## src/rtl/irq_ctrl_pkg.sv

```systemverilog
// Package for the two-level interrupt controller: register map, field positions,
// reset values, vectors and carrier structs.
// Assumes an 8-bit special-function register port driven by the core on sys_clk_i.
package irq_ctrl_pkg;

    ////////////////////////////////////////////////////////////////////////////////
    // Register addresses and reset values
    localparam logic [7:0] PRIMARY_IRQ_ENABLE_ADDR    = 8'ha8;
    localparam logic [7:0] PRIMARY_IRQ_PRIORITY_ADDR  = 8'hb8;
    localparam logic [7:0] SECONDARY_IRQ_EN_PRIO_ADDR = 8'ha9;
    localparam logic [7:0] PRIMARY_IRQ_ENABLE_RESET   = 8'h00;
    localparam logic [7:0] PRIMARY_IRQ_PRIORITY_RESET = 8'h00;
    localparam logic [7:0] SECONDARY_IRQ_EN_PRIO_RESET = 8'ha0;
    localparam logic [7:0] PRIMARY_PRIORITY_MASK      = 8'h7f;
    localparam logic [7:0] SECONDARY_WRITE_MASK       = 8'h77;

    ////////////////////////////////////////////////////////////////////////////////
    // Field positions
    localparam int GLOBAL_IRQ_ENABLE_BIT   = 7;
    localparam int CONVERTER_BIT           = 6;
    localparam int TIMER_TWO_BIT           = 5;
    localparam int UART_BIT                = 4;
    localparam int TIMER_ONE_BIT           = 3;
    localparam int EXT_ONE_BIT             = 2;
    localparam int TIMER_ZERO_BIT          = 1;
    localparam int EXT_ZERO_BIT            = 0;
    localparam int INTERVAL_LEVEL_BIT      = 6;
    localparam int SUPPLY_MONITOR_LEVEL_BIT = 5;
    localparam int SERIAL_PORT_LEVEL_BIT   = 4;
    localparam int INTERVAL_ENABLE_BIT     = 2;
    localparam int SUPPLY_MONITOR_ENABLE_BIT = 1;
    localparam int SERIAL_PORT_ENABLE_BIT  = 0;

    ////////////////////////////////////////////////////////////////////////////////
    // Sources in polling order, index 0 polled first
    localparam int NUM_SOURCES = 11;
    localparam int SRC_SUPPLY  = 0;
    localparam int SRC_WDOG    = 1;
    localparam int SRC_EXT0    = 2;
    localparam int SRC_ADC     = 3;
    localparam int SRC_TMR0    = 4;
    localparam int SRC_EXT1    = 5;
    localparam int SRC_TMR1    = 6;
    localparam int SRC_SERIAL  = 7;
    localparam int SRC_UART    = 8;
    localparam int SRC_TMR2    = 9;
    localparam int SRC_INTERVAL = 10;

    localparam logic [15:0] VEC_EXT0     = 16'h0003;
    localparam logic [15:0] VEC_TMR0     = 16'h000b;
    localparam logic [15:0] VEC_EXT1     = 16'h0013;
    localparam logic [15:0] VEC_TMR1     = 16'h001b;
    localparam logic [15:0] VEC_UART     = 16'h0023;
    localparam logic [15:0] VEC_TMR2     = 16'h002b;
    localparam logic [15:0] VEC_ADC      = 16'h0033;
    localparam logic [15:0] VEC_SERIAL   = 16'h003b;
    localparam logic [15:0] VEC_SUPPLY   = 16'h0043;
    localparam logic [15:0] VEC_INTERVAL = 16'h0053;
    localparam logic [15:0] VEC_WDOG     = 16'h005b;

    ////////////////////////////////////////////////////////////////////////////////
    // Carriers
    typedef struct packed {
        logic supply_monitor_request;
        logic watchdog_request;
        logic ext_zero_request;
        logic converter_ready_request;
        logic timer_zero_overflow;
        logic ext_one_request;
        logic timer_one_overflow;
        logic serial_port_request;
        logic uart_receive_flag;
        logic uart_transmit_flag;
        logic timer_two_overflow;
        logic timer_two_external_flag;
        logic interval_request;
    } irq_sources_t;

    typedef struct packed {
        logic       wr;
        logic       rd;
        logic [7:0] addr;
        logic [7:0] wdata;
    } sfr_req_t;

    typedef struct packed {
        logic        valid;
        logic [15:0] vector;
        logic [15:0] return_pc;
        logic        high_level;
    } irq_grant_t;

    typedef enum logic [1:0] {
        ST_IDLE = 2'b00,
        ST_LOW  = 2'b01,
        ST_HIGH = 2'b11,
        ST_BOTH = 2'b10
    } service_state_t;

endpackage

```

## src/rtl/irq_controller.sv

```systemverilog
// Two-level interrupt controller: enable and priority registers, polling,
// preemption tracking and vector hand-off to the core.
// Assumes the core presents SFR accesses and pulses take_i when it accepts a vector.
//
// Function
// RULE_01 - Primary priority bits per source, bit 7 reserved
// RULE_02 - Secondary priority bits for interval, supply, serial
// RULE_03 - Secondary enable bits for interval, supply, serial
// RULE_04 - Software writes zero to secondary bit 3
// RULE_05 - Secondary register at a9, resets a0, no bits
// RULE_06 - High request preempts low service routine
// RULE_07 - Simultaneous levels: high granted first
// RULE_08 - No preemption at same level
// RULE_09 - Fixed polling order within a level
// RULE_10 - Push program counter, load vector
// RULE_11 - Documented vector addresses per source
// RULE_12 - Watchdog interrupt mode vectors to 005b
// RULE_13 - Watchdog always high, ignores global enable
// RULE_14 - Watchdog interrupts only with nonzero timeout
// RULE_15 - Primary enable: global plus seven individual
// RULE_16 - Primary priority at b8, bit addressable, resets 00
// RULE_17 - Track levels in service, release on return
module irq_controller
    import irq_ctrl_pkg::*;
(
    // Clock and reset
    input  wire logic                     sys_clk_i,
    input  wire logic                     arst_n_i,
    // Special-function register port
    input  wire irq_ctrl_pkg::sfr_req_t   sfr_req_i,
    input  wire logic                     sfr_bit_wr_i,
    input  wire logic [2:0]               sfr_bit_sel_i,
    input  wire logic                     sfr_bit_val_i,
    output logic [7:0]                    sfr_rdata_o,
    output logic                          sfr_hit_o,
    // Peripheral requests and watchdog configuration
    input  wire irq_ctrl_pkg::irq_sources_t sources_i,
    input  wire logic                     watchdog_irq_mode_i,
    input  wire logic [3:0]               watchdog_timeout_i,
    // Core side
    input  wire logic [15:0]              pc_i,
    input  wire logic                     take_i,
    input  wire logic                     reti_i,
    output irq_ctrl_pkg::irq_grant_t      grant_o,
    output logic                          push_pc_o,
    output logic [1:0]                    service_levels_o
);
    ////////////////////////////////////////////////////////////////////////////////
    // State
    typedef struct packed {
        logic [7:0]     primary_irq_enable;
        logic [7:0]     primary_irq_priority;
        logic [7:0]     secondary_irq_enable_priority;
        service_state_t svc;
        irq_grant_t     grant;
        logic           push;
        logic [7:0]     rdata;
    } state_t;

    state_t     q;
    state_t     d;
    logic [1:0] rst_sync_q;
    logic       rst_n;

    logic [NUM_SOURCES-1:0] req_v;
    logic [NUM_SOURCES-1:0] high_v;
    logic [NUM_SOURCES-1:0] qual_v;
    logic                   hit;
    logic                   hit_high;
    logic [3:0]             idx;
    logic                   global_irq_enable;
    logic                   eligible;
    logic                   in_low;
    logic                   in_high;

    function automatic logic [15:0] vector_of(input logic [3:0] s);
        case (s)
            4'(SRC_SUPPLY):   vector_of = VEC_SUPPLY;
            4'(SRC_WDOG):     vector_of = VEC_WDOG;
            4'(SRC_EXT0):     vector_of = VEC_EXT0;
            4'(SRC_ADC):      vector_of = VEC_ADC;
            4'(SRC_TMR0):     vector_of = VEC_TMR0;
            4'(SRC_EXT1):     vector_of = VEC_EXT1;
            4'(SRC_TMR1):     vector_of = VEC_TMR1;
            4'(SRC_SERIAL):   vector_of = VEC_SERIAL;
            4'(SRC_UART):     vector_of = VEC_UART;
            4'(SRC_TMR2):     vector_of = VEC_TMR2;
            4'(SRC_INTERVAL): vector_of = VEC_INTERVAL;
            default:          vector_of = VEC_EXT0;
        endcase
    endfunction

    function automatic logic [7:0] set_bit(input logic [7:0] v, input logic [2:0] b,
                                           input logic x);
        logic [7:0] r;
        r    = v;
        r[b] = x;
        return r;
    endfunction

    ////////////////////////////////////////////////////////////////////////////////
    // Reset release through two flip-flops; kept apart from the state struct
    // because it is the one register that the internal reset must not clear
    always_ff @(posedge sys_clk_i or negedge arst_n_i) begin
        if (!arst_n_i) begin
            rst_sync_q <= 2'b00;
        end else begin
            rst_sync_q <= {rst_sync_q[0], 1'b1};
        end
    end
    assign rst_n = rst_sync_q[1];

    ////////////////////////////////////////////////////////////////////////////////
    // Source qualification
    always_comb begin
        global_irq_enable = q.primary_irq_enable[GLOBAL_IRQ_ENABLE_BIT]; // see RULE_15
        req_v  = '0;
        high_v = '0;
        req_v[SRC_SUPPLY]   = sources_i.supply_monitor_request;
        req_v[SRC_WDOG]     = sources_i.watchdog_request & watchdog_irq_mode_i
                              & (watchdog_timeout_i != 4'h0); // see RULE_12, see RULE_14
        req_v[SRC_EXT0]     = sources_i.ext_zero_request;
        req_v[SRC_ADC]      = sources_i.converter_ready_request;
        req_v[SRC_TMR0]     = sources_i.timer_zero_overflow;
        req_v[SRC_EXT1]     = sources_i.ext_one_request;
        req_v[SRC_TMR1]     = sources_i.timer_one_overflow;
        req_v[SRC_SERIAL]   = sources_i.serial_port_request;
        req_v[SRC_UART]     = sources_i.uart_receive_flag | sources_i.uart_transmit_flag;
        req_v[SRC_TMR2]     = sources_i.timer_two_overflow | sources_i.timer_two_external_flag;
        req_v[SRC_INTERVAL] = sources_i.interval_request;
        // Individual enables gated by global enable, see RULE_15, see RULE_03
        qual_v = '0;
        qual_v[SRC_EXT0]   = q.primary_irq_enable[EXT_ZERO_BIT];
        qual_v[SRC_TMR0]   = q.primary_irq_enable[TIMER_ZERO_BIT];
        qual_v[SRC_EXT1]   = q.primary_irq_enable[EXT_ONE_BIT];
        qual_v[SRC_TMR1]   = q.primary_irq_enable[TIMER_ONE_BIT];
        qual_v[SRC_UART]   = q.primary_irq_enable[UART_BIT];
        qual_v[SRC_TMR2]   = q.primary_irq_enable[TIMER_TWO_BIT];
        qual_v[SRC_ADC]    = q.primary_irq_enable[CONVERTER_BIT];
        qual_v[SRC_SERIAL] = q.secondary_irq_enable_priority[SERIAL_PORT_ENABLE_BIT];
        qual_v[SRC_SUPPLY] = q.secondary_irq_enable_priority[SUPPLY_MONITOR_ENABLE_BIT];
        qual_v[SRC_INTERVAL] = q.secondary_irq_enable_priority[INTERVAL_ENABLE_BIT];
        qual_v = qual_v & {NUM_SOURCES{global_irq_enable}};
        qual_v[SRC_WDOG] = 1'b1; // see RULE_13
        // Levels per source, see RULE_01, see RULE_02
        high_v[SRC_EXT0]   = q.primary_irq_priority[EXT_ZERO_BIT];
        high_v[SRC_TMR0]   = q.primary_irq_priority[TIMER_ZERO_BIT];
        high_v[SRC_EXT1]   = q.primary_irq_priority[EXT_ONE_BIT];
        high_v[SRC_TMR1]   = q.primary_irq_priority[TIMER_ONE_BIT];
        high_v[SRC_UART]   = q.primary_irq_priority[UART_BIT];
        high_v[SRC_TMR2]   = q.primary_irq_priority[TIMER_TWO_BIT];
        high_v[SRC_ADC]    = q.primary_irq_priority[CONVERTER_BIT];
        high_v[SRC_SERIAL] = q.secondary_irq_enable_priority[SERIAL_PORT_LEVEL_BIT];
        high_v[SRC_SUPPLY] = q.secondary_irq_enable_priority[SUPPLY_MONITOR_LEVEL_BIT];
        high_v[SRC_INTERVAL] = q.secondary_irq_enable_priority[INTERVAL_LEVEL_BIT];
        high_v[SRC_WDOG]   = 1'b1; // see RULE_13
    end

    irq_poll_arbiter #(
        .N          (NUM_SOURCES)
    ) u_arbiter (
        .req_i      (req_v & qual_v),
        .high_i     (high_v),
        .hit_o      (hit),
        .hit_high_o (hit_high),
        .idx_o      (idx)
    );

    ////////////////////////////////////////////////////////////////////////////////
    // Preemption: high preempts low only, never equal, see RULE_06, see RULE_08
    always_comb begin
        in_low  = (q.svc == ST_LOW) || (q.svc == ST_BOTH);
        in_high = (q.svc == ST_HIGH) || (q.svc == ST_BOTH);
        if (in_high) begin
            eligible = 1'b0;
        end else if (in_low) begin
            eligible = hit_high;
        end else begin
            eligible = hit;
        end
    end

    ////////////////////////////////////////////////////////////////////////////////
    // Next state
    always_comb begin
        d          = q;
        d.push     = 1'b0;
        // Register writes, see RULE_05, see RULE_16
        if (sfr_req_i.wr) begin
            case (sfr_req_i.addr)
                PRIMARY_IRQ_ENABLE_ADDR:    d.primary_irq_enable = sfr_req_i.wdata;
                PRIMARY_IRQ_PRIORITY_ADDR:
                    d.primary_irq_priority = sfr_req_i.wdata & PRIMARY_PRIORITY_MASK;
                // Bit 3 and bit 7 keep their fixed values, see RULE_04
                SECONDARY_IRQ_EN_PRIO_ADDR:
                    d.secondary_irq_enable_priority = (sfr_req_i.wdata & SECONDARY_WRITE_MASK)
                        | (SECONDARY_IRQ_EN_PRIO_RESET & ~SECONDARY_WRITE_MASK);
                default: ;
            endcase
        end
        // Bit writes reach only bit-addressable registers, see RULE_16
        if (sfr_bit_wr_i) begin
            case (sfr_req_i.addr)
                PRIMARY_IRQ_ENABLE_ADDR:
                    d.primary_irq_enable = set_bit(q.primary_irq_enable, sfr_bit_sel_i,
                                                   sfr_bit_val_i);
                PRIMARY_IRQ_PRIORITY_ADDR:
                    d.primary_irq_priority = set_bit(q.primary_irq_priority, sfr_bit_sel_i,
                                                     sfr_bit_val_i) & PRIMARY_PRIORITY_MASK;
                default: ;
            endcase
        end
        // Read data
        case (sfr_req_i.addr)
            PRIMARY_IRQ_ENABLE_ADDR:    d.rdata = q.primary_irq_enable;
            PRIMARY_IRQ_PRIORITY_ADDR:  d.rdata = q.primary_irq_priority;
            SECONDARY_IRQ_EN_PRIO_ADDR: d.rdata = q.secondary_irq_enable_priority;
            default:                    d.rdata = 8'h00;
        endcase
        // Offer the winning vector until the core takes it, see RULE_10, see RULE_11
        d.grant.valid      = eligible & ~take_i;
        d.grant.vector     = vector_of(idx);
        d.grant.high_level = hit_high;
        d.grant.return_pc  = pc_i;
        // Service level tracking, see RULE_17
        if (take_i && q.grant.valid) begin
            d.push        = 1'b1; // see RULE_10
            d.grant.valid = 1'b0;
            if (q.grant.high_level) begin
                d.svc = in_low ? ST_BOTH : ST_HIGH;
            end else begin
                d.svc = ST_LOW;
            end
        end else if (reti_i) begin
            case (q.svc)
                ST_BOTH: d.svc = ST_LOW;
                ST_HIGH: d.svc = ST_IDLE;
                ST_LOW:  d.svc = ST_IDLE;
                default: d.svc = ST_IDLE;
            endcase
        end
    end

    ////////////////////////////////////////////////////////////////////////////////
    // Registers
    always_ff @(posedge sys_clk_i or negedge rst_n) begin
        if (!rst_n) begin
            q.primary_irq_enable            <= PRIMARY_IRQ_ENABLE_RESET;
            q.primary_irq_priority          <= PRIMARY_IRQ_PRIORITY_RESET;
            q.secondary_irq_enable_priority <= SECONDARY_IRQ_EN_PRIO_RESET;
            q.svc                           <= ST_IDLE;
            q.grant                         <= '0;
            q.push                          <= 1'b0;
            q.rdata                         <= 8'h00;
        end else begin
            q.primary_irq_enable            <= d.primary_irq_enable;
            q.primary_irq_priority          <= d.primary_irq_priority;
            q.secondary_irq_enable_priority <= d.secondary_irq_enable_priority;
            q.svc                           <= d.svc;
            q.grant                         <= d.grant;
            q.push                          <= d.push;
            q.rdata                         <= d.rdata;
        end
    end

    ////////////////////////////////////////////////////////////////////////////////
    // Outputs
    always_comb begin
        sfr_rdata_o      = q.rdata;
        sfr_hit_o        = (sfr_req_i.addr == PRIMARY_IRQ_ENABLE_ADDR)
                         | (sfr_req_i.addr == PRIMARY_IRQ_PRIORITY_ADDR)
                         | (sfr_req_i.addr == SECONDARY_IRQ_EN_PRIO_ADDR);
        grant_o          = q.grant;
        push_pc_o        = q.push;
        service_levels_o = {in_high, in_low};
    end
endmodule

```

## src/rtl/irq_poll_arbiter.sv

```systemverilog
// Fixed-order polling arbiter: picks the first set bit of the high level, else of the low level.
// Assumes the request vector already gated by enables; level vectors arrive ungated.
module irq_poll_arbiter
    import irq_ctrl_pkg::*;
#(
    parameter int N = NUM_SOURCES
) (
    // Qualified requests and level per source
    input  wire logic [N-1:0] req_i,
    input  wire logic [N-1:0] high_i,
    // Winner
    output logic              hit_o,
    output logic              hit_high_o,
    output logic [3:0]        idx_o
);
    logic [N-1:0] hi_req;
    logic [N-1:0] lo_req;

    function automatic logic [4:0] first_set(input logic [N-1:0] v);
        logic [4:0] r;
        r = 5'h1f;
        for (int i = N - 1; i >= 0; i--) begin
            if (v[i]) begin
                r = 5'(i);
            end
        end
        return r;
    endfunction

    always_comb begin
        hi_req     = req_i & high_i;
        lo_req     = req_i & ~high_i;
        hit_o      = |req_i;
        hit_high_o = |hi_req;
        // High level wins over low in the same cycle, see RULE_07
        if (|hi_req) begin
            idx_o = 4'(first_set(hi_req));
        end else begin
            // Fixed polling order within one level, see RULE_09
            idx_o = 4'(first_set(lo_req));
        end
    end
endmodule

```

## config.mk

```make
export PLATFORM = sky130hd
export DESIGN_NAME = irq_controller
export DESIGN_NICKNAME = d
export VERILOG_FILES = /design/src/rtl/irq_ctrl_pkg.sv /design/src/rtl/irq_controller.sv /design/src/rtl/irq_poll_arbiter.sv
export SDC_FILE = /design/constraint.sdc
export NUM_CORES = 1
export LEC_CHECK = 0
export ABC_AREA = 1
export BUFFER_PORTS_ARGS = -buffer_cell sky130_fd_sc_hd__buf_2
export CAP_MARGIN = 20
export CELL_PAD_IN_SITES_DETAIL_PLACEMENT = 0
export CELL_PAD_IN_SITES_GLOBAL_PLACEMENT = 1
export CORE_MARGIN = 2
export CORE_UTILIZATION = 30
export DETAILED_ROUTE_END_ITERATION = 12
export PLACE_DENSITY = 0.72
export SLEW_MARGIN = 20
export SYNTH_ARGS = -nofsm -noshare
export SYNTH_HDL_FRONTEND = slang
export SYNTH_SLANG_ARGS = --single-unit
```

## constraint.sdc

```tcl
create_clock -name sys_clk_i -period 2 [get_ports sys_clk_i]
set_clock_uncertainty 0.15 [all_clocks]
set_input_delay 0.1 -clock sys_clk_i [delete_from_list [all_inputs] [get_ports sys_clk_i]]
set_output_delay 0.1 -clock sys_clk_i [all_outputs]
set_load 0.02 [all_outputs]
```

==> results_dict.tcl <==
set metrics [dict create \
    status "complete, no violations" \
    wl_per_cell_um 13.6 \
    clock-sinks 58 \
    drv_slew 0 \
    path_class "reg -> reg" \
    grt.overflow.total 0 \
    place_congestion 0.866 \
    place_area_sq_um 4070 \
    fin_ws_ns 0.0655 \
    r2r-start "global_irq_enable$_DFFE_PN0P_" \
    p_per_area_nw_per_um2 802 \
    start_kind "flop" \
    ys_top_cells_by_count "nand2_1, dfrtp_1, inv_1" \
    fmax_ghz 0.517 \
    grt_use_total 0.153 \
    synth-seq-cells 58 \
    grt_pass1_vias 3123 \
    via_per_inst 4.47 \
    min_from "sfr_req_i[17]" \
    yosysMostFrequentCell "nand2_1" \
    core_area_sq_um 11400 \
    synth_top_area_frac 0.407 \
    firstDrtPassIters 4 \
    hp-class "in -> reg" \
    synthesis.area_per_instance_sq_um 8.20 \
    die_x_um 112 \
    arrival_ns 2.03 \
    drive_gt1_frac 0.394 \
    num_io_pins 107 \
    hold_viol_final 0 \
    irDropWorstVdd_mv 0.508 \
    path_clk_slew_ns 0.06 \
    r2r_setup_slack_ns 0.07 \
    first_iter_violations 182 \
    final_cells 706 \
    leakagePower_nw 2.50 \
    synthArstFlopShare 1.00 \
    pre_cts_slack_ns -0.0837 \
    synthCells 427 \
    timing.rr.end "grant_o[23]$_DFF_PN0_" \
    placed_cells 653 \
    synthDistinctLibCells 42 \
    initial_core_util 0.307 \
    antenna_found_initial 0 \
    vias 3157 \
    port_buffers 95 \
    dieArea_sq_um 12600 \
    root_buffer "clkbuf_16" \
    synth_edf_count 0 \
    reg2reg_depth 14 \
    postRouteAntennaNets 0 \
    cpMostUsedCell "nand2_4" \
    yosysSeqAreaShare 0.415 \
    yosys_most_used_dff "dfrtp_1" \
    path_max_fanout 8 \
    min_period_ns 1.93 \
    setup_viol 0 \
    n_antenna_cell 0 \
    cts_buffer_depth 2 \
    worstPathCellList "buf_6 > nand2_4 > nor2_4 > nand2_2 > nand2_4 > nor2_4 > nand3_4 > nand2_2 > inv_4 > nand3_4 > nand2_4 > inv_4 > nand2_4 > o21ai_2" \
    fin_crit_sh 0.967 \
    worstSetupEndpointType "flop" \
    dp_hpwl_um 7070 \
    cap_violations 0 \
    rsz0062_at_grt "yes" \
    nets 621 \
    max_stage_delay_ns 0.50 \
    cts_inserted_buffers 9 \
    grt_max_degree 41 \
    finish.instance_area_sq_um 4810 \
    min_to "q[67]$_DFFE_PN0P_" \
    grt_pass1_wl_um 15200 \
    clk_latency_ns 0.32 \
    cts_htree_levels 3 \
    synth.cell_area_sq_um 3500 \
    die_y_um 112 \
    routed_wl_um 9570 \
    synth_largest_area_cell "dfrtp_1" \
    cts_tree "built" \
    worstPathRequired_ns 2.09 \
    hold_depth 3 \
    cpMaxStageDelayCell "dfrtp_2" \
    yosys_warnings 0 \
    areaGrowthSynthToFinish_pct 37.2 \
    rows 39 \
    netlist_top_cells_area "dfrtp_1, buf_4, nand2_1" \
    drcViolationCount 0 \
]
[per-stage QoR]
stage	util	TNS [ns]	hold slack (ns)	total power, W
final	0.421	0	0.0240	0.00385
after CTS	0.410	0	0.0129	0.00385
after global routing	0.421	-0.199	0.0474	0.00407
after global placement	0.356	-0.127	-0.264	0.00224
after detailed placement	0.356	-0.237	-0.261	0.00225
after floorplan	-	0	-0.346	0.00206
[cells in the final DEF (no fill, tap or decap), types with 3 or more instances in the layout]
| master | instances |
|---|---|
| inv_4 | 3 |
| nand2_4 | 8 |
| nor2_1 | 21 |
| o21ai_0 | 26 |
| dfrtp_1 | 55 |
| buf_2 | 95 |
| nor4_1 | 3 |
| a21oi_1 | 7 |
| nand2_1 | 72 |
| a31oi_1 | 6 |
| nand3_4 | 4 |
| nand4_1 | 4 |
| nand2_2 | 20 |
| dlygate4sd3_1 | 30 |
| nand3_1 | 14 |
| buf_4 | 30 |
| inv_1 | 57 |
| nor3_1 | 13 |
| buf_6 | 4 |
| nor2_4 | 10 |
| inv_2 | 6 |
| nor2_2 | 9 |
| nand3_2 | 5 |
| conb_1 | 12 |
| o221ai_1 | 7 |
| clkbuf_16 | 9 |
[flip-flops by register name (all words and copies together), names as in the netlist]
name / cells
global_irq_enable: 1
grant_o: 23
high_v: 10
push_pc_o: 1
q: 13
rst_sync_q: 2
sfr_rdata_o: 8
[worst max path at each step]
| stage | depth (start not counted) | end | slack (ns) | from |
|---|---|---|---|---|
| floorplan | 0 | global_irq_enable$_DFFE_PN0P_ | 0.12 | rst_sync_q[1]$_DFF_PN0_ |
| global placement | 13 | grant_o[20]$_DFF_PN0_ | -0.04 | global_irq_enable$_DFFE_PN0P_ |
| detailed placement | 13 | grant_o[21]$_DFF_PN0_ | -0.08 | global_irq_enable$_DFFE_PN0P_ |
| CTS | 14 | grant_o[22]$_DFF_PN0_ | 0.01 | global_irq_enable$_DFFE_PN0P_ |
| global route | 16 | grant_o[21]$_DFF_PN0_ | -0.06 | global_irq_enable$_DFFE_PN0P_ |
| finish | 14 | grant_o[23]$_DFF_PN0_ | 0.07 | global_irq_enable$_DFFE_PN0P_ |
[cell families (layout without fill, tap and decap cells)]
family / after synthesis / count (layout) / share of synthesized area
compound gates: 61 / 61 / 0.113
fa+ha+maj: 2 / 2 / 0.00714
flops: 58 / 58 / 0.415
simple gates: 188 / 188 / 0.287
other cells: 2 / 12 / 0.00214
buf+inv: 116 / 242 / 0.176
[layer usage]
layer,global-route usage,share of wire
met5,0,0
met3,0.0324,0.071
met1,0.195,0.43
met2,0.263,0.50
met4,0.0447,0
[critical path, delay by kind of cell (launching register included)]
kind            cells  cell delay (ns)
simple gates       10             0.78
flops               1             0.50
buf+inv             3             0.27
compound gates      1             0.14
[final cells by class]
type	instances	area [sq um]
clock buffer	11	243
clock inverter	5	55.1
fill	1155	6610
inverter	66	255
multi-input combinational	263	1550
sequential	58	1460
tap	143	179
timing repair buffer	160	1070
[report_power, final]
part           switching [W]  total (W)  internal [W]
sequential         0.0000931    0.00139       0.00130
clock               0.000530    0.00152      0.000992
combinational       0.000558   0.000937      0.000380
[what timing repair did]
action | 4_1_cts | 5_1_grt
buffers inserted | 2 | 6
endpoints found under the hold margin | 39 | 0
gates resized for setup | 3 | 28
pin swaps | 1 | 15
setup endpoints to repair | 4 | 6
hold buffers | 30 | 0
No activity file was read; power rests on OpenSTA's default activity.
